**config.mk**
```make
export PLATFORM = sky130hd
export DESIGN_NAME = radio_trim_calib_registers
export DESIGN_NICKNAME = d
export VERILOG_FILES = /design/src/rtl/radio_trim_calib_registers.v
export VERILOG_INCLUDE_DIRS = /design/src /design/src/rtl
export SDC_FILE = /design/constraint.sdc
export NUM_CORES = 1
export LEC_CHECK = 0
export ABC_AREA = 0
export BUFFER_PORTS_ARGS = -buffer_cell sky130_fd_sc_hd__buf_2
export CAP_MARGIN = 20
export CORE_MARGIN = 1.5
export CORE_UTILIZATION = 50
export CTS_CLUSTER_DIAMETER = 40
export DETAILED_ROUTE_END_ITERATION = 16
export PLACE_DENSITY = 0.89
export SLEW_MARGIN = 15
export SYNTH_ARGS = -nofsm -noshare
export SYNTH_HDL_FRONTEND = slang
export SYNTH_SLANG_ARGS = --single-unit
```
**constraint.sdc**
```tcl
create_clock -name SYS_CLK_I -period 6.2 [get_ports SYS_CLK_I]
set_clock_uncertainty 0.05 [all_clocks]
set_input_delay 0.62 -clock SYS_CLK_I [delete_from_list [all_inputs] [get_ports SYS_CLK_I]]
set_output_delay 0.62 -clock SYS_CLK_I [all_outputs]
set_load 0.03 [all_outputs]
```
**src/rtl/radio_trim_defines.vh**
```
// constants for the radio trim and calibration register bank
`ifndef RADIO_TRIM_DEFINES_VH
`define RADIO_TRIM_DEFINES_VH

// register indices as printed; byte address is four times the index
`define IDX_VCO_CURRENT_CAL 12'h82C
`define IDX_VCO_BAND_CAL 12'h82D
`define IDX_VT_XTAL_LOAD 12'h82E
`define IDX_XTAL_CAP_TRIM 12'h82F
`define IDX_RF_CURRENT_RAMP 12'h830
`define IDX_XTAL_DRIVE 12'h831
`define IDX_BATTERY_DETECT 12'h832
`define IDX_TX_DATA_GAIN 12'h833
`define IDX_ANALOG_PIN_ROUTE 12'h834
// extra control word holding the adc source bit
`define IDX_ADC_SOURCE_CTRL 12'h880

`define ADDR_W 16
`define REG_RESET 8'h00
`define VCO_CURRENT_FIXED 4'h8
`define RESP_OKAY 2'b00
`define RESP_SLVERR 2'b10

// vco_current_calibration write fields
`define CC_OVERRIDE_BIT 7
`define CC_GAIN_HI 6
`define CC_GAIN_LO 5
`define CC_MANUAL_HI 4
`define CC_MANUAL_LO 1
`define CC_SELECT_BIT 0
// vco_band_calibration write fields
`define BC_BAND433_BIT 4
`define BC_SELECT_BIT 3
`define BC_BANK_HI 2
`define BC_BANK_LO 0
// vt_threshold_and_crystal_load
`define VT_ONCHIP_BIT 6
`define VT_LOW_HI 5
`define VT_LOW_LO 3
`define VT_HIGH_HI 2
`define VT_HIGH_LO 0
// crystal_capacitor_trim
`define TRIM_HI 4
`define TRIM_LO 0
// rf_current_and_ramp_scale
`define RAMP_HI 1
`define RAMP_LO 0
// crystal_drive_settings
`define XT_CHARGE_LIMIT_BIT 7
`define XT_OSC_CURRENT_BIT 2
// battery_detect_control
`define BD_BIAS_HI 7
`define BD_BIAS_LO 6
`define BD_REGV_HI 5
`define BD_REGV_LO 4
`define BD_THR_HI 3
`define BD_THR_LO 1
`define BD_ENABLE_BIT 0
// tx_data_and_gain_trim
`define TX_INVERT_BIT 7
// analog_pin_routing
`define PIN_CFG_HI 6
`define PIN_CFG_LO 4
// adc source control word
`define ADC_SRC_BIT 0

`endif

```
**src/rtl/radio_trim_calib_registers.v**
```verilog
// radio trim and calibration register bank with an AXI4-Lite slave
//
// Chosen here: the AXI4-Lite register port.
`include "radio_trim_defines.vh"

module radio_trim_calib_registers (
    // clock and reset
    input wire SYS_CLK_I,
    input wire RESET_I,
    // axi4-lite write address
    input wire AWVALID_I,
    output wire AWREADY_O,
    input wire [`ADDR_W-1:0] AWADDR_I,
    input wire [2:0] AWPROT_I,
    // axi4-lite write data
    input wire WVALID_I,
    output wire WREADY_O,
    input wire [31:0] WDATA_I,
    input wire [3:0] WSTRB_I,
    // axi4-lite write response
    output wire BVALID_O,
    input wire BREADY_I,
    output wire [1:0] BRESP_O,
    // axi4-lite read address
    input wire ARVALID_I,
    output wire ARREADY_O,
    input wire [`ADDR_W-1:0] ARADDR_I,
    input wire [2:0] ARPROT_I,
    // axi4-lite read data
    output wire RVALID_O,
    input wire RREADY_I,
    output wire [31:0] RDATA_O,
    output wire [1:0] RRESP_O,
    // calibration results from the analog side
    input wire CUR_CAL_DONE_I,
    input wire [3:0] CUR_CAL_RESULT_I,
    input wire CUR_CAL_FAIL_I,
    input wire BAND_CAL_DONE_I,
    input wire [2:0] BAND_CAL_BANK_I,
    input wire BAND_CAL_FAIL_I,
    input wire [1:0] TUNING_COMPARATOR_I,
    input wire BATTERY_LOW_I,
    input wire BROWNOUT_FLAG_I,
    // transmit data path
    input wire TX_DATA_I,
    output wire TX_DATA_O,
    // vco controls
    output wire [3:0] VCO_CURRENT_CODE_O,
    output wire VCO_CURRENT_MANUAL_O,
    output wire BAND_433_ADJUST_O,
    output wire BAND_CAL_SELECT_O,
    output wire [2:0] MANUAL_BANK_CODE_O,
    output wire [2:0] TUNING_LOW_THRESHOLD_O,
    output wire [2:0] TUNING_HIGH_THRESHOLD_O,
    // crystal and power controls
    output wire ONCHIP_LOAD_SELECT_O,
    output wire [4:0] LOAD_TRIM_CODE_O,
    output wire OSC_CURRENT_SELECT_O,
    output wire [1:0] PA_RAMP_SCALE_O,
    output wire [3:0] PA_RAMP_FACTOR_O,
    output wire [2:0] BATTERY_THRESHOLD_CODE_O,
    output wire BATTERY_DETECT_ENABLE_O,
    output wire [1:0] REGULATOR_VOLTAGE_CODE_O,
    // analog test pin routing
    output wire [3:0] ANALOG_ROUTE_CODE_O,
    output wire ADC_SOURCE_SELECT_O
);

    // stored write halves
    reg [7:0] cur_cal_reg;
    reg [7:0] band_cal_reg;
    reg [7:0] vt_load_reg;
    reg [7:0] cap_trim_reg;
    reg [7:0] rf_ramp_reg;
    reg [7:0] xtal_drive_reg;
    reg [7:0] batt_reg;
    reg [7:0] tx_gain_reg;
    reg [7:0] pin_route_reg;
    reg adc_source_reg;

    // calibration status halves
    reg [3:0] cur_auto_reg;
    reg cur_fail_reg;
    reg [2:0] band_auto_reg;
    reg band_fail_reg;

    // bus state
    reg awready_reg;
    reg wready_reg;
    reg aw_full_reg;
    reg w_full_reg;
    reg [11:0] aw_idx_reg;
    reg [7:0] wbyte_reg;
    reg wlane_reg;
    reg bvalid_reg;
    reg [1:0] bresp_reg;
    reg arready_reg;
    reg rvalid_reg;
    reg [31:0] rdata_reg;
    reg [1:0] rresp_reg;

    // registered field outputs
    reg tx_data_reg;
    reg [3:0] vco_code_reg;
    reg vco_manual_reg;
    reg band433_reg;
    reg band_sel_reg;
    reg [2:0] bank_reg;
    reg [2:0] vt_low_reg;
    reg [2:0] vt_high_reg;
    reg onchip_reg;
    reg [4:0] trim_out_reg;
    reg osc_cur_reg;
    reg [1:0] ramp_reg;
    reg [3:0] ramp_factor_reg;
    reg [2:0] batt_thr_reg;
    reg batt_en_reg;
    reg [1:0] regv_reg;
    reg [3:0] route_reg;
    reg adc_src_out_reg;

    wire aw_hs = AWVALID_I & awready_reg;
    wire w_hs = WVALID_I & wready_reg;
    wire ar_hs = ARVALID_I & arready_reg;
    wire do_write = aw_full_reg & w_full_reg & ~bvalid_reg;
    wire aw_full_next = (aw_full_reg | aw_hs) & ~do_write;
    wire w_full_next = (w_full_reg | w_hs) & ~do_write;
    wire bvalid_next = do_write | (bvalid_reg & ~BREADY_I);
    wire rvalid_next = ar_hs | (rvalid_reg & ~RREADY_I);
    wire [11:0] ar_idx = ARADDR_I[13:2];
    wire wr_hit = (aw_idx_reg >= `IDX_VCO_CURRENT_CAL && aw_idx_reg <= `IDX_ANALOG_PIN_ROUTE)
                  || aw_idx_reg == `IDX_ADC_SOURCE_CTRL;
    // byte lane 0 carries the eight-bit fields; other lanes are dropped
    wire wr_en = do_write & wlane_reg;

    // write channels; address and data may arrive in either order
    always @(posedge SYS_CLK_I or posedge RESET_I) begin
        if (RESET_I) begin
            awready_reg <= 1'b0;
            wready_reg <= 1'b0;
            aw_full_reg <= 1'b0;
            w_full_reg <= 1'b0;
            aw_idx_reg <= 12'h000;
            wbyte_reg <= `REG_RESET;
            wlane_reg <= 1'b0;
            bvalid_reg <= 1'b0;
            bresp_reg <= `RESP_OKAY;
        end else begin
            awready_reg <= ~aw_full_next;
            wready_reg <= ~w_full_next;
            aw_full_reg <= aw_full_next;
            w_full_reg <= w_full_next;
            if (aw_hs) begin
                aw_idx_reg <= AWADDR_I[13:2];
            end
            if (w_hs) begin
                wbyte_reg <= WDATA_I[7:0];
                wlane_reg <= WSTRB_I[0];
            end
            bvalid_reg <= bvalid_next;
            if (do_write) begin
                bresp_reg <= wr_hit ? `RESP_OKAY : `RESP_SLVERR;
            end
        end
    end

    // write halves; status bit positions have no storage here
    always @(posedge SYS_CLK_I or posedge RESET_I) begin
        if (RESET_I) begin
            cur_cal_reg <= `REG_RESET;
            band_cal_reg <= `REG_RESET;
            vt_load_reg <= `REG_RESET;
            cap_trim_reg <= `REG_RESET;
            rf_ramp_reg <= `REG_RESET;
            xtal_drive_reg <= `REG_RESET;
            batt_reg <= `REG_RESET;
            tx_gain_reg <= `REG_RESET;
            pin_route_reg <= `REG_RESET;
            adc_source_reg <= 1'b0;
        end else if (wr_en) begin
            // reserved bits zeroed in band, cap trim, drive and tx gain words; adc word keeps bit 0 only; others stored as written
            case (aw_idx_reg)
                `IDX_VCO_CURRENT_CAL: cur_cal_reg <= wbyte_reg;
                `IDX_VCO_BAND_CAL: band_cal_reg <= {3'h0, wbyte_reg[4:0]};
                `IDX_VT_XTAL_LOAD: vt_load_reg <= wbyte_reg;
                `IDX_XTAL_CAP_TRIM: cap_trim_reg <= {1'b0, wbyte_reg[6:0]};
                `IDX_RF_CURRENT_RAMP: rf_ramp_reg <= wbyte_reg;
                `IDX_XTAL_DRIVE: xtal_drive_reg <= {wbyte_reg[7], 1'b0, wbyte_reg[5:0]};
                `IDX_BATTERY_DETECT: batt_reg <= wbyte_reg;
                `IDX_TX_DATA_GAIN: tx_gain_reg <= {wbyte_reg[7], 3'h0, wbyte_reg[3:0]};
                `IDX_ANALOG_PIN_ROUTE: pin_route_reg <= wbyte_reg;
                `IDX_ADC_SOURCE_CTRL: adc_source_reg <= wbyte_reg[`ADC_SRC_BIT];
                default: begin
                end
            endcase
        end
    end

    // calibration results latch only on their done strobes
    always @(posedge SYS_CLK_I or posedge RESET_I) begin
        if (RESET_I) begin
            cur_auto_reg <= 4'h0;
            cur_fail_reg <= 1'b0;
            band_auto_reg <= 3'h0;
            band_fail_reg <= 1'b0;
        end else begin
            if (CUR_CAL_DONE_I) begin
                cur_auto_reg <= CUR_CAL_RESULT_I;
                cur_fail_reg <= CUR_CAL_FAIL_I;
            end
            if (BAND_CAL_DONE_I) begin
                band_auto_reg <= BAND_CAL_BANK_I;
                band_fail_reg <= BAND_CAL_FAIL_I;
            end
        end
    end

    // read channel; data is sampled at the address handshake
    reg [7:0] rd_byte;
    reg rd_hit;
    always @* begin
        rd_byte = `REG_RESET;
        rd_hit = 1'b1;
        case (ar_idx)
            `IDX_VCO_CURRENT_CAL: begin
                // readback follows the calibration select bit
                rd_byte = {3'h0, cur_fail_reg,
                           cur_cal_reg[`CC_SELECT_BIT] ?
                           cur_cal_reg[`CC_MANUAL_HI:`CC_MANUAL_LO] : cur_auto_reg};
            end
            `IDX_VCO_BAND_CAL: begin
                // comparator code 10 is passed as-is; analog never drives it
                rd_byte = {2'h0, TUNING_COMPARATOR_I, band_fail_reg, band_auto_reg};
            end
            `IDX_BATTERY_DETECT: begin
                rd_byte = {3'h0, BATTERY_LOW_I, 3'h0, BROWNOUT_FLAG_I};
            end
            `IDX_ADC_SOURCE_CTRL: begin
                rd_byte = {7'h00, adc_source_reg};
            end
            `IDX_VT_XTAL_LOAD, `IDX_XTAL_CAP_TRIM, `IDX_RF_CURRENT_RAMP,
            `IDX_XTAL_DRIVE, `IDX_TX_DATA_GAIN, `IDX_ANALOG_PIN_ROUTE: begin
                // write-only registers read as zero
                rd_byte = `REG_RESET;
            end
            default: begin
                rd_hit = 1'b0;
            end
        endcase
    end

    always @(posedge SYS_CLK_I or posedge RESET_I) begin
        if (RESET_I) begin
            arready_reg <= 1'b0;
            rvalid_reg <= 1'b0;
            rdata_reg <= 32'h00000000;
            rresp_reg <= `RESP_OKAY;
        end else begin
            arready_reg <= ~rvalid_next;
            rvalid_reg <= rvalid_next;
            if (ar_hs) begin
                rdata_reg <= {24'h000000, rd_byte};
                rresp_reg <= rd_hit ? `RESP_OKAY : `RESP_SLVERR;
            end
        end
    end

    // field outputs, one cycle after the register changes
    always @(posedge SYS_CLK_I or posedge RESET_I) begin
        if (RESET_I) begin
            tx_data_reg <= 1'b0;
            vco_code_reg <= 4'h0;
            vco_manual_reg <= 1'b0;
            band433_reg <= 1'b0;
            band_sel_reg <= 1'b0;
            bank_reg <= 3'h0;
            vt_low_reg <= 3'h0;
            vt_high_reg <= 3'h0;
            onchip_reg <= 1'b0;
            trim_out_reg <= 5'h00;
            osc_cur_reg <= 1'b0;
            ramp_reg <= 2'h0;
            ramp_factor_reg <= 4'h0;
            batt_thr_reg <= 3'h0;
            batt_en_reg <= 1'b0;
            regv_reg <= 2'h0;
            route_reg <= 4'h0;
            adc_src_out_reg <= 1'b0;
        end else begin
            tx_data_reg <= TX_DATA_I ^ tx_gain_reg[`TX_INVERT_BIT];
            if (cur_cal_reg[`CC_OVERRIDE_BIT]) begin
                vco_code_reg <= cur_cal_reg[`CC_MANUAL_HI:`CC_MANUAL_LO];
            end else begin
                vco_code_reg <= `VCO_CURRENT_FIXED;
            end
            vco_manual_reg <= cur_cal_reg[`CC_SELECT_BIT];
            band433_reg <= band_cal_reg[`BC_BAND433_BIT];
            band_sel_reg <= band_cal_reg[`BC_SELECT_BIT];
            // lower bank code means higher vco frequency, decoded in analog
            bank_reg <= band_cal_reg[`BC_SELECT_BIT] ?
                        band_cal_reg[`BC_BANK_HI:`BC_BANK_LO] : band_auto_reg;
            vt_low_reg <= vt_load_reg[`VT_LOW_HI:`VT_LOW_LO];
            vt_high_reg <= vt_load_reg[`VT_HIGH_HI:`VT_HIGH_LO];
            onchip_reg <= vt_load_reg[`VT_ONCHIP_BIT];
            // trim held at zero while external caps are in use
            trim_out_reg <= vt_load_reg[`VT_ONCHIP_BIT] ?
                            cap_trim_reg[`TRIM_HI:`TRIM_LO] : 5'h00;
            osc_cur_reg <= xtal_drive_reg[`XT_OSC_CURRENT_BIT];
            ramp_reg <= rf_ramp_reg[`RAMP_HI:`RAMP_LO];
            ramp_factor_reg <= 4'h1 << rf_ramp_reg[`RAMP_HI:`RAMP_LO];
            batt_thr_reg <= batt_reg[`BD_THR_HI:`BD_THR_LO];
            batt_en_reg <= batt_reg[`BD_ENABLE_BIT];
            regv_reg <= batt_reg[`BD_REGV_HI:`BD_REGV_LO];
            route_reg <= {adc_source_reg, pin_route_reg[`PIN_CFG_HI:`PIN_CFG_LO]};
            adc_src_out_reg <= adc_source_reg;
        end
    end

    assign AWREADY_O = awready_reg;
    assign WREADY_O = wready_reg;
    assign BVALID_O = bvalid_reg;
    assign BRESP_O = bresp_reg;
    assign ARREADY_O = arready_reg;
    assign RVALID_O = rvalid_reg;
    assign RDATA_O = rdata_reg;
    assign RRESP_O = rresp_reg;
    assign TX_DATA_O = tx_data_reg;
    assign VCO_CURRENT_CODE_O = vco_code_reg;
    assign VCO_CURRENT_MANUAL_O = vco_manual_reg;
    assign BAND_433_ADJUST_O = band433_reg;
    assign BAND_CAL_SELECT_O = band_sel_reg;
    assign MANUAL_BANK_CODE_O = bank_reg;
    assign TUNING_LOW_THRESHOLD_O = vt_low_reg;
    assign TUNING_HIGH_THRESHOLD_O = vt_high_reg;
    assign ONCHIP_LOAD_SELECT_O = onchip_reg;
    assign LOAD_TRIM_CODE_O = trim_out_reg;
    assign OSC_CURRENT_SELECT_O = osc_cur_reg;
    assign PA_RAMP_SCALE_O = ramp_reg;
    assign PA_RAMP_FACTOR_O = ramp_factor_reg;
    assign BATTERY_THRESHOLD_CODE_O = batt_thr_reg;
    assign BATTERY_DETECT_ENABLE_O = batt_en_reg;
    assign REGULATOR_VOLTAGE_CODE_O = regv_reg;
    assign ANALOG_ROUTE_CODE_O = route_reg;
    assign ADC_SOURCE_SELECT_O = adc_src_out_reg;

endmodule // radio_trim_calib_registers

```
==> impl_metrics.tcl, run 1 <==
set metrics [dict create \
    vdd_ir_drop_max_mv 0.212 \
    yosysMostFrequentCell "dfrtp_1" \
    fp.dieW_um 101 \
    dp_cells 573 \
    yosys.area.top_type_share 0.631 \
    yosys-top-cells-area "dfrtp_1 63%, mux2_2 16%, buf_4 4.5%" \
    area_growth_pct 24.6 \
    clock_sinks 122 \
    largest_reg_flops 12 \
    startpoint_type "register" \
    syn_area_per_cell_sq_um 14.2 \
    period_share 0.399 \
    rows 35 \
    ys_warn_count 0 \
    async_flop_share 1.00 \
    worst_setup_path_end_kind "register" \
    hold_viol 0 \
    crit_end "vt_load_reg[5]$_DFFE_PP0P_" \
    overflow 0 \
    critPathRequiredTime_ns 6.54 \
    wire_per_inst_um 15.2 \
    final.setup.tns_ns 0 \
    grt_max_degree 89 \
    die_height_um 101 \
    die-area_sq_mm 0.0103 \
    pin_count 179 \
    cp_max_fo 7 \
    htree_levels 4 \
    clock_latency_ns 0.51 \
    grt_pass1_wl_um 14700 \
    syn_area_sq_mm 0.00484 \
    wl_um 9220 \
    synth_flop_cell "dfrtp_1" \
    seq_area_frac_synth 0.631 \
    cts_buffer_depth 2 \
    max_freq_ghz 0.404 \
    antenna_found_initial 0 \
    status "finished, final reports clean" \
    cts.reportedPaths.clkPinSlew_ns 0.06 \
    layout.nets 561 \
    cp.arrival_ns 2.81 \
    final_layout_size_suffix_gt1_frac 0.468 \
    fillCellCount 718 \
    r2r-end "vt_load_reg[5]$_DFFE_PP0P_" \
    grt.total_usage 0.193 \
    first_pass_iters 4 \
    fin_crit_ns 2.48 \
    cap_viol_max_count 0 \
    power_density_mw_per_mm2 374 \
    core_sq_mm 0.00933 \
    start_util 0.519 \
    setup_viol 0 \
    fin_util 0.647 \
    rsz0062_at_grt "no" \
    netlist_instances 342 \
    root_buffer "clkbuf_8" \
    drtIter0Drc 107 \
    cts-resized-gates 0 \
    relSlewSlack 0.594 \
    ctsHoldBuffers 0 \
    drcViolationCount 0 \
    layout.cells.non_filler 606 \
    slew_violations 0 \
    reg2reg_depth 4 \
    tightest_slew_ns 0.604 \
    postCtsSetupBuffers 0 \
    r2r-start "aw_idx_reg[8]$_DFFE_PP0P_" \
    place_congestion 0.907 \
    cellLeakagePower_nw 3.07 \
    yosysUniqueCellTypes 50 \
    yosysTopAreaCell "dfrtp_1" \
    port_buffers 109 \
    synth-edff-count 0 \
    cts_tree "yes" \
    ant_nets 0 \
    vias_per_cell 4.95 \
    synthTopCellsByCount "122 x dfrtp_1, 70 x mux2_2, 29 x buf_4, 12 x nand2_1, 11 x and2_1" \
    via_count 2998 \
    numCtsBuffers 17 \
    dp_hpwl_um 6400 \
    crit_type "reg2reg" \
    n_antenna_cell 0 \
    hold_path_class "in2async" \
    startpoint "aw_idx_reg[8]$_DFFE_PP0P_" \
    r2r_slack_ns 3.72 \
    ys_seq_elements 122 \
    grt_pass1_vias 2963 \
]
==> layout by cell type, fill, tap and decap left out, drive strengths merged, types with 2 or more instances in the layout <==
cell type	instances
a21o	2
nand4	3
inv	14
dfrtp	122
nand2b	3
and2	11
nor2b	2
nand4b	2
nor2	9
clkinvlp	2
bufinv	2
and3b	2
or2	2
o21ai	4
a21oi	7
nor3	4
conb	28
o31ai	3
buf	111
a32oi	2
and4b	3
mux2i	6
clkinv	5
nor4	3
or4b	2
nand2	12
nor3b	3
clkbuf	18
or3	2
nand3	4
mux2	70
==> critical path: stages (launching register included) <==
cell and delay, ns:
dfrtp_1 0.37, or4b_4 0.56, or2_1 0.35, nor4_4 0.61, mux2_2 0.42
==> routing by layer <==
layer / wire, um / part of all wire / vias to the layer above / global-route usage
li1: - / - / 1403 / -
met1: 3920 / 0.42 / 1467 / 0.239
met2: 4660 / 0.51 / 109 / 0.322
met3: 467 / 0.051 / 19 / 0.0449
met4: 177 / 0.019 / 0 / 0.0929
met5: 0 / 0 / - / 0
==> through the flow <==
| step | setup slack [ns] | total power [mW] | area (sq um) | hold slack, ns |
|---|---|---|---|---|
| after global routing | 3.65 | 2.36 | 6030 | 0.0907 |
| after floorplan | 2.29 | 1.21 | 4940 | 0.299 |
| after CTS | 3.72 | 2.27 | 6010 | 0.0686 |
| after global placement | 3.79 | 1.29 | 5420 | 0.305 |
| final | 3.72 | 2.26 | 6030 | 0.0692 |
| after detailed placement | 3.77 | 1.31 | 5420 | 0.311 |
==> area by class of cell <==
type                       instances  area, sq um  share of cell area
sequential                       122         3050               0.506
multi-input combinational        203         1610               0.267
timing repair buffer             111          581              0.0962
clock buffer                      18          428              0.0709
clock inverter                    14          161              0.0268
tap                              129          161              0.0268
inverter                           9         36.3             0.00601
==> where the power goes <==
part	total (mW)	internal, mW	switching, mW
Sequential	1.01	0.893	0.114
Clock	0.958	0.591	0.367
Combinational	0.290	0.133	0.158
==> worst min-delay path by stage <==
stage                                             endpoint                           from
after floorplan           ANALOG_ROUTE_CODE_O[0]$_DFF_PP0_   pin_route_reg[4]$_DFFE_PP0P_
after global placement    ANALOG_ROUTE_CODE_O[2]$_DFF_PP0_   pin_route_reg[6]$_DFFE_PP0P_
after detailed placement    OSC_CURRENT_SELECT_O$_DFF_PP0_  xtal_drive_reg[2]$_DFFE_PP0P_
after CTS                  MANUAL_BANK_CODE_O[2]$_DFF_PP0_                        RESET_I
after global routing       MANUAL_BANK_CODE_O[2]$_DFF_PP0_                        RESET_I
final                      MANUAL_BANK_CODE_O[0]$_DFF_PP0_                        RESET_I
==> logic make-up (layout without fill, tap and decap cells) <==
logic type             count (synthesis)  in the layout  share of synthesized area
other                                  1             28                   0.000775
XOR/XNOR                               1              1                    0.00181
AND/OR/NAND/NOR                       72             72                     0.0974
buffers and inverters                 44            152                     0.0571
AO/OA/AOI/OAI                         26             26                     0.0370
flip-flops                           122            122                      0.631
multiplexers                          76             76                      0.175
(Power assumes the default switching activity.)
==> run 2, diff against run 1 <==
--- a/config.mk
+++ b/config.mk
@@ -10,10 +10,10 @@
 export BUFFER_PORTS_ARGS = -buffer_cell sky130_fd_sc_hd__buf_2
 export CAP_MARGIN = 20
 export CORE_MARGIN = 1.5
-export CORE_UTILIZATION = 50
+export CORE_UTILIZATION = 49
 export CTS_CLUSTER_DIAMETER = 40
 export DETAILED_ROUTE_END_ITERATION = 16
-export PLACE_DENSITY = 0.89
+export PLACE_DENSITY = 0.87
 export SLEW_MARGIN = 15
 export SYNTH_ARGS = -nofsm -noshare
 export SYNTH_HDL_FRONTEND = slang
==> constraint.sdc (replaced) <==
create_clock -name SYS_CLK_I -period 2.4 [get_ports SYS_CLK_I]
set_clock_uncertainty 0.05 [all_clocks]
set_input_delay 0.24 -clock SYS_CLK_I [delete_from_list [all_inputs] [get_ports SYS_CLK_I]]
set_output_delay 0.24 -clock SYS_CLK_I [all_outputs]
set_load 0.03 [all_outputs]
==> run 2 against run 1 <==
Clock power grew to 2.8 times the previous value. Cell count is 8.1% higher. Largest cell class unchanged. Highest routed layer unchanged. Sequential power grew to 2.6 times the previous value.
==> impl_metrics.tcl, run 2 (synthesis gave the netlist of run 1 again) <==
set metrics [dict create \
    cp_max_fo 7 \
    rows 36 \
    p_seq_frac 0.428 \
    cp.arrival_ns 2.63 \
    antenna_found_initial 0 \
    fp.dieW_um 102 \
    dp_hpwl_um 6640 \
    n_antenna_cell 0 \
    final_common_cell "dfrtp_1" \
    tightest_slew_ns 0.600 \
    clock_sinks 122 \
    grt_pass1_wl_um 16400 \
    cts-resized-gates 0 \
    largest_reg_flops 12 \
    fin_crit_ns 2.29 \
    core_sq_mm 0.00968 \
    fillCellCount 671 \
    combPwrFrac 0.136 \
    drtIter0Drc 120 \
    pwr-share-clk 0.436 \
    relSlewSlack 0.599 \
    crit_chain "or4b_4 > or2_1 > nor4_4 > buf_4 > mux2_2" \
    start_util 0.500 \
    final.setup.tns_ns 0 \
    cellLeakagePower_nw 3.28 \
    max_freq_ghz 0.437 \
    multiInputGateArea_sq_mm 0.00161 \
    via_count 3246 \
    fin_util 0.673 \
    place_congestion 0.906 \
    vias_per_cell 4.96 \
    wire_per_inst_um 15.8 \
    cap_viol_max_count 0 \
    grt_pass1_vias 3226 \
    port_buffers 109 \
    layout.nets 606 \
    status "finished, final reports clean" \
    r2r_slack_ns 0.11 \
    period_share 0.953 \
    critPathRequiredTime_ns 2.74 \
    hold_path_class "in2reg" \
    htree_levels 4 \
    cp_slowest_cell "or4b_4" \
    startpoint_type "register" \
    layout.cells.non_filler 655 \
    final_cell_mix "122 x dfrtp_1, 109 x buf_2, 70 x mux2_2" \
    crit_type "reg2reg" \
    first_pass_iters 4 \
    swShare 0.274 \
    slew_violations 0 \
    grt_max_degree 55 \
    overflow 0 \
    rsz0062_at_grt "no" \
    hold_viol 0 \
    cts_tree "yes" \
    grt.total_usage 0.214 \
    wl_um 10400 \
    internal_power_mw 4.40 \
    final-seq-area_sq_mm 0.00305 \
    die-area_sq_mm 0.0105 \
    pin_count 179 \
    ant_nets 0 \
    dp_cells 583 \
    power_density_mw_per_mm2 930 \
    area_growth_pct 34.7 \
    vdd_ir_drop_max_mv 0.500 \
    clock_latency_ns 0.51 \
    drcViolationCount 0 \
    numCtsBuffers 17 \
    netSwitchingPower_mw 1.66 \
    slowest_delay_ns 0.55 \
    hold_ws_ns 0.0297 \
    final_layout_size_suffix_gt1_frac 0.437 \
    cts.reportedPaths.clkPinSlew_ns 0.06 \
    die_height_um 102 \
    root_buffer "clkbuf_8" \
    cts_buffer_depth 2 \
    worst_setup_path_end_kind "register" \
    setup_viol 0 \
]
-- run 2: cell count changes in the layout (fill, tap and decap cells not counted) --
| cell | before | now |
|---|---|---|
| buf_12 | 0 | 2 |
| buf_16 | 1 | 0 |
| buf_4 | 1 | 5 |
| bufinv_16 | 2 | 4 |
| clkbuf_8 | 2 | 1 |
| clkinv_4 | 4 | 5 |
| dlygate4sd3_1 | 0 | 40 |
| inv_4 | 1 | 0 |
| inv_6 | 4 | 3 |
-- run 2: cell type report --
type / count / area share
Timing Repair Buffer: 156 / 0.157
Sequential cell: 122 / 0.468
Clock inverter: 15 / 0.0328
Clock buffer: 17 / 0.0635
Inverter: 9 / 0.00576
Tap cell: 133 / 0.0255
Multi-Input combinational cell: 203 / 0.247
-- run 2: path summary, 6_finish.rpt --
| check | depth (start not counted) | from | to |
|---|---|---|---|
| max in group asynchronous | 4 | RESET_I | BRESP_O[1]$_DFFE_PP0N_ |
| hold / removal | 3 | BATTERY_LOW_I | RDATA_O[4]$_DFFE_PP0P_ |
| setup reg to reg | 5 | aw_idx_reg[8]$_DFFE_PP0P_ | vt_load_reg[1]$_DFFE_PP0P_ |
| setup / recovery | 5 | aw_idx_reg[8]$_DFFE_PP0P_ | vt_load_reg[1]$_DFFE_PP0P_ |
| min in group asynchronous | 3 | RESET_I | band_auto_reg[0]$_DFFE_PP0P_ |
| hold reg to reg | 0 | batt_reg[5]$_DFFE_PP0P_ | REGULATOR_VOLTAGE_CODE_O[1]$_DFF_PP0_ |
-- run 2: critical path: cells and delay by family (launching register included) --
family	cells	cell delay (ns)
DFF	1	0.37
and+or+nand+nor	3	1.15
muxes	1	0.36
buffers and inverters	1	0.23
-- run 2: through the flow --
step | setup slack, ns | total power, mW | instance area, sq um
floorplan | 0.176 | 3.13 | 4950
global placement | 0.165 | 3.33 | 5490
detailed placement | 0.120 | 3.39 | 5490
CTS | 0.106 | 6.12 | 6520
global route | 0.00545 | 6.33 | 6520
finish | 0.114 | 6.07 | 6520
-- run 2: per-layer routing --
layer | global-route usage | up-vias | routed length, um
met1 | 0.252 | 1618 | 4120
met2 | 0.362 | 115 | 5580
met3 | 0.0547 | 20 | 414
li1 | - | 1493 | -
met5 | 0 | - | 0
met4 | 0.115 | 0 | 261
-- run 2: timing repair --
item,in CTS,in global routing
endpoints found under the hold margin,58,0
setup buffers,0,0
hold buffers,40,0
-- run 2: power groups by stage --
stage / registers [mW] / clock network [mW] / logic [mW]
finish: 2.60 / 2.65 / 0.822
global route: 2.64 / 2.78 / 0.902
CTS: 2.60 / 2.70 / 0.828
detailed placement: 2.63 / 0 / 0.767
global placement: 2.60 / 0 / 0.733
floorplan: 2.59 / 0 / 0.545
==> run 3, diff against run 2 <==
--- a/config.mk
+++ b/config.mk
@@ -6,14 +6,15 @@
 export SDC_FILE = /design/constraint.sdc
 export NUM_CORES = 1
 export LEC_CHECK = 0
-export ABC_AREA = 0
+export ABC_AREA = 1
 export BUFFER_PORTS_ARGS = -buffer_cell sky130_fd_sc_hd__buf_2
 export CAP_MARGIN = 20
 export CORE_MARGIN = 1.5
-export CORE_UTILIZATION = 49
+export CORE_UTILIZATION = 50
 export CTS_CLUSTER_DIAMETER = 40
 export DETAILED_ROUTE_END_ITERATION = 16
-export PLACE_DENSITY = 0.87
+export PLACE_DENSITY = 0.88
+export SETUP_SLACK_MARGIN = 0.15
 export SLEW_MARGIN = 15
 export SYNTH_ARGS = -nofsm -noshare
 export SYNTH_HDL_FRONTEND = slang
==> run 3 against run 2 <==
Register-to-register slack gained 0.48 ns. Global-route usage grew 2.2 points. Clock-buffer cell count grew 4. Synthesized cell count grew 56%. Highest routed layer unchanged. Core utilization grew 1.1 points. Setup slack gained 0.41 ns. Cell count grew 29%.
==> impl_metrics.tcl, run 3 <==
set metrics [dict create \
    crit_end "band_auto_reg[1]$_DFFE_PP0P_" \
    fin_area_sq_mm 0.00672 \
    yosysUniqueCellTypes 36 \
    overflow 0 \
    cts-resized-gates 0 \
    startpoint "BAND_CAL_BANK_I[1]" \
    crit_chain "dlygate4sd3_1 > buf_2 > nand2_1 > dlygate4sd3_1 > o21ai_0 > dlygate4sd3_1" \
    highest_layer "met4" \
    critPathRequiredTime_ns 2.74 \
    status "finished, final reports clean" \
    final_common_cell "nand2_1" \
    tightest_slew_ns 0.624 \
    final_layout_size_suffix_gt1_frac 0.254 \
    synth_flop_cell "dfrtp_1" \
    p_seq_frac 0.405 \
    netlist_instances 534 \
    vdd_ir_drop_max_mv 0.678 \
    worst_setup_path_end_kind "register" \
    multiInputGateArea_sq_mm 0.00166 \
    yosys.area.top_type_share 0.598 \
    yosysTopAreaCell "dfrtp_1" \
    crit_top_cell "dlygate4sd3_1" \
    die_height_um 104 \
    grt_max_degree 123 \
    fin_ws_ns 0.522 \
    drtIter0Drc 327 \
    wl_met2_um 6700 \
    core_sq_mm 0.00982 \
    root_buffer "clkbuf_8" \
    final.setup.tns_ns 0 \
    synth_top_family_by_area "simple AND/OR/NAND/NOR gates" \
    pwr-share-clk 0.387 \
    slowest_delay_ns 0.58 \
    fp.dieW_um 104 \
    largest_reg_flops 12 \
    hold_path_class "in2reg" \
    slew_violations 0 \
    internal_power_mw 4.16 \
    via_count 4129 \
    antenna_found_initial 0 \
    combPwrFrac 0.207 \
    seq_area_frac_synth 0.598 \
    grt_pass1_vias 4364 \
    dr_wl_met3_um 699 \
    swShare 0.331 \
    r2r_slack_ns 0.59 \
    grt.total_usage 0.236 \
    ys_seq_elements 122 \
    synth_compound_area_frac 0.0736 \
    vias_per_cell 4.87 \
    synth_mux_area_frac 0.00442 \
    grt_pass1_wl_um 19900 \
    setup_viol 0 \
    numCtsBuffers 17 \
    wl_um 12300 \
    cap_viol_max_count 0 \
    clock_latency_ns 0.51 \
    p_total_mw 6.21 \
    synthXorXnorAreaFrac 0.00172 \
    area_growth_pct 31.7 \
    placed_area_sq_mm 0.00569 \
    rows 36 \
    yosysMostFrequentCell "nand2_1" \
    cp.arrival_ns 2.22 \
    cts.reportedPaths.clkPinSlew_ns 0.06 \
    wire_per_inst_um 14.5 \
    fin_util 0.684 \
    rsz0062_at_grt "no" \
    cp_slowest_cell "dlygate4sd3_1" \
    pin_count 179 \
    htree_levels 4 \
    place_ws_ns 0.717 \
    max_freq_ghz 0.533 \
    reg2reg_depth 5 \
    clock_sinks 122 \
    first_pass_iters 7 \
    final_cell_mix "163 x nand2_1, 122 x dfrtp_1, 109 x buf_2" \
    cellLeakagePower_nw 3.67 \
    synthTopCellsByCount "163 x nand2_1, 122 x dfrtp_1, 58 x inv_1, 42 x o21ai_0, 30 x buf_4" \
    place_congestion 0.853 \
    synth-adder-area-share 0 \
    layout.nets 798 \
    async_flop_share 1.00 \
    wl_met1_um 4670 \
    yosys.area_share.simple 0.224 \
    n_antenna_cell 0 \
    r2r-start "AWREADY_O$_DFF_PP0_" \
    netSwitchingPower_mw 2.06 \
    final-seq-area_sq_mm 0.00305 \
    power_density_mw_per_mm2 925 \
    cts_tree "yes" \
    drcViolationCount 0 \
    worstHoldStart "CUR_CAL_DONE_I" \
    startpoint_type "input port" \
    cts_buffer_depth 2 \
    port_buffers 109 \
    start_util 0.519 \
    r2r-end "aw_idx_reg[3]$_DFFE_PP0P_" \
    period_share 0.782 \
    fillCellCount 721 \
    dp_hpwl_um 7400 \
    crit_type "in2reg" \
    ant_nets 0 \
    die-area_sq_mm 0.0108 \
    hold_viol 0 \
    relSlewSlack 0.584 \
    fin_crit_ns 1.88 \
    cp_max_fo 1 \
    yosys-top-cells-area "dfrtp_1 60%, nand2_1 12%, buf_4 4.4%" \
    synth-edff-count 0 \
    syn_area_sq_mm 0.00510 \
    syn_area_per_cell_sq_um 9.55 \
    ys_warn_count 0 \
]
run 3: worst min-delay path by stage:
stage | cells after the start | endpoint | slack (ns)
final | 3 | cur_auto_reg[1]$_DFFE_PP0P_ | 0.03
after global routing | 2 | cur_auto_reg[2]$_DFFE_PP0P_ | 0.03
after CTS | 2 | cur_auto_reg[2]$_DFFE_PP0P_ | 0.006
after detailed placement | 0 | OSC_CURRENT_SELECT_O$_DFF_PP0_ | 0.32
after global placement | 0 | ANALOG_ROUTE_CODE_O[2]$_DFF_PP0_ | 0.31
after floorplan | 1 | TX_DATA_O$_DFF_PP0_ | 0.28
run 3: power groups by stage:
stage / sequential (mW) / clock [mW] / combinational (mW)
floorplan: 2.61 / 0 / 0.796
global placement: 2.53 / 0 / 1.09
detailed placement: 2.54 / 0 / 1.14
CTS: 2.51 / 2.43 / 1.25
global route: 2.55 / 2.53 / 1.40
finish: 2.52 / 2.41 / 1.29
run 3: stage by stage:
step / hold slack, ns / cells
4_1_cts: 0.00585 / 847
5_1_grt: 0.0258 / 847
3_3_place_gp: 0.312 / 769
2_1_floorplan: 0.277 / 561
3_5_place_dp: 0.317 / 769
6_report: 0.0259 / 847
run 3: kinds of logic (layout without fill, tap and decap cells):
group,after synthesis,in the layout
XOR/XNOR,1,1
flip-flops,122,122
multiplexers,2,2
AO/OA/AOI/OAI,69,69
other,1,28
AND/OR/NAND/NOR,240,240
buffers and inverters,99,252
run 3: per-layer routing:
metal	global-route usage	up-vias
met5	0	-
met4	0.0982	0
met2	0.441	178
li1	-	1951
met1	0.252	1973
met3	0.0589	27
run 3: what timing repair did:
item                       4_1_cts  5_1_grt
buffers inserted                 0        0
setup endpoints to repair        0        0
hold buffers                    46        0
hold endpoints to repair       157        0
run 3: worst max-delay path, delay by kind of cell:
kind | cells | cell delay, ns
compound gates | 1 | 0.09
buf+inv | 4 | 1.83
simple gates | 1 | 0.06
run 3: final cells by class:
cell class | instances | share of cell area
flip-flops and latches | 122 | 0.454
multi-input cells | 340 | 0.246
repair buffers | 156 | 0.153
clock buffers | 21 | 0.0684
inverters | 64 | 0.0367
well taps | 133 | 0.0248
clock inverters | 11 | 0.0166
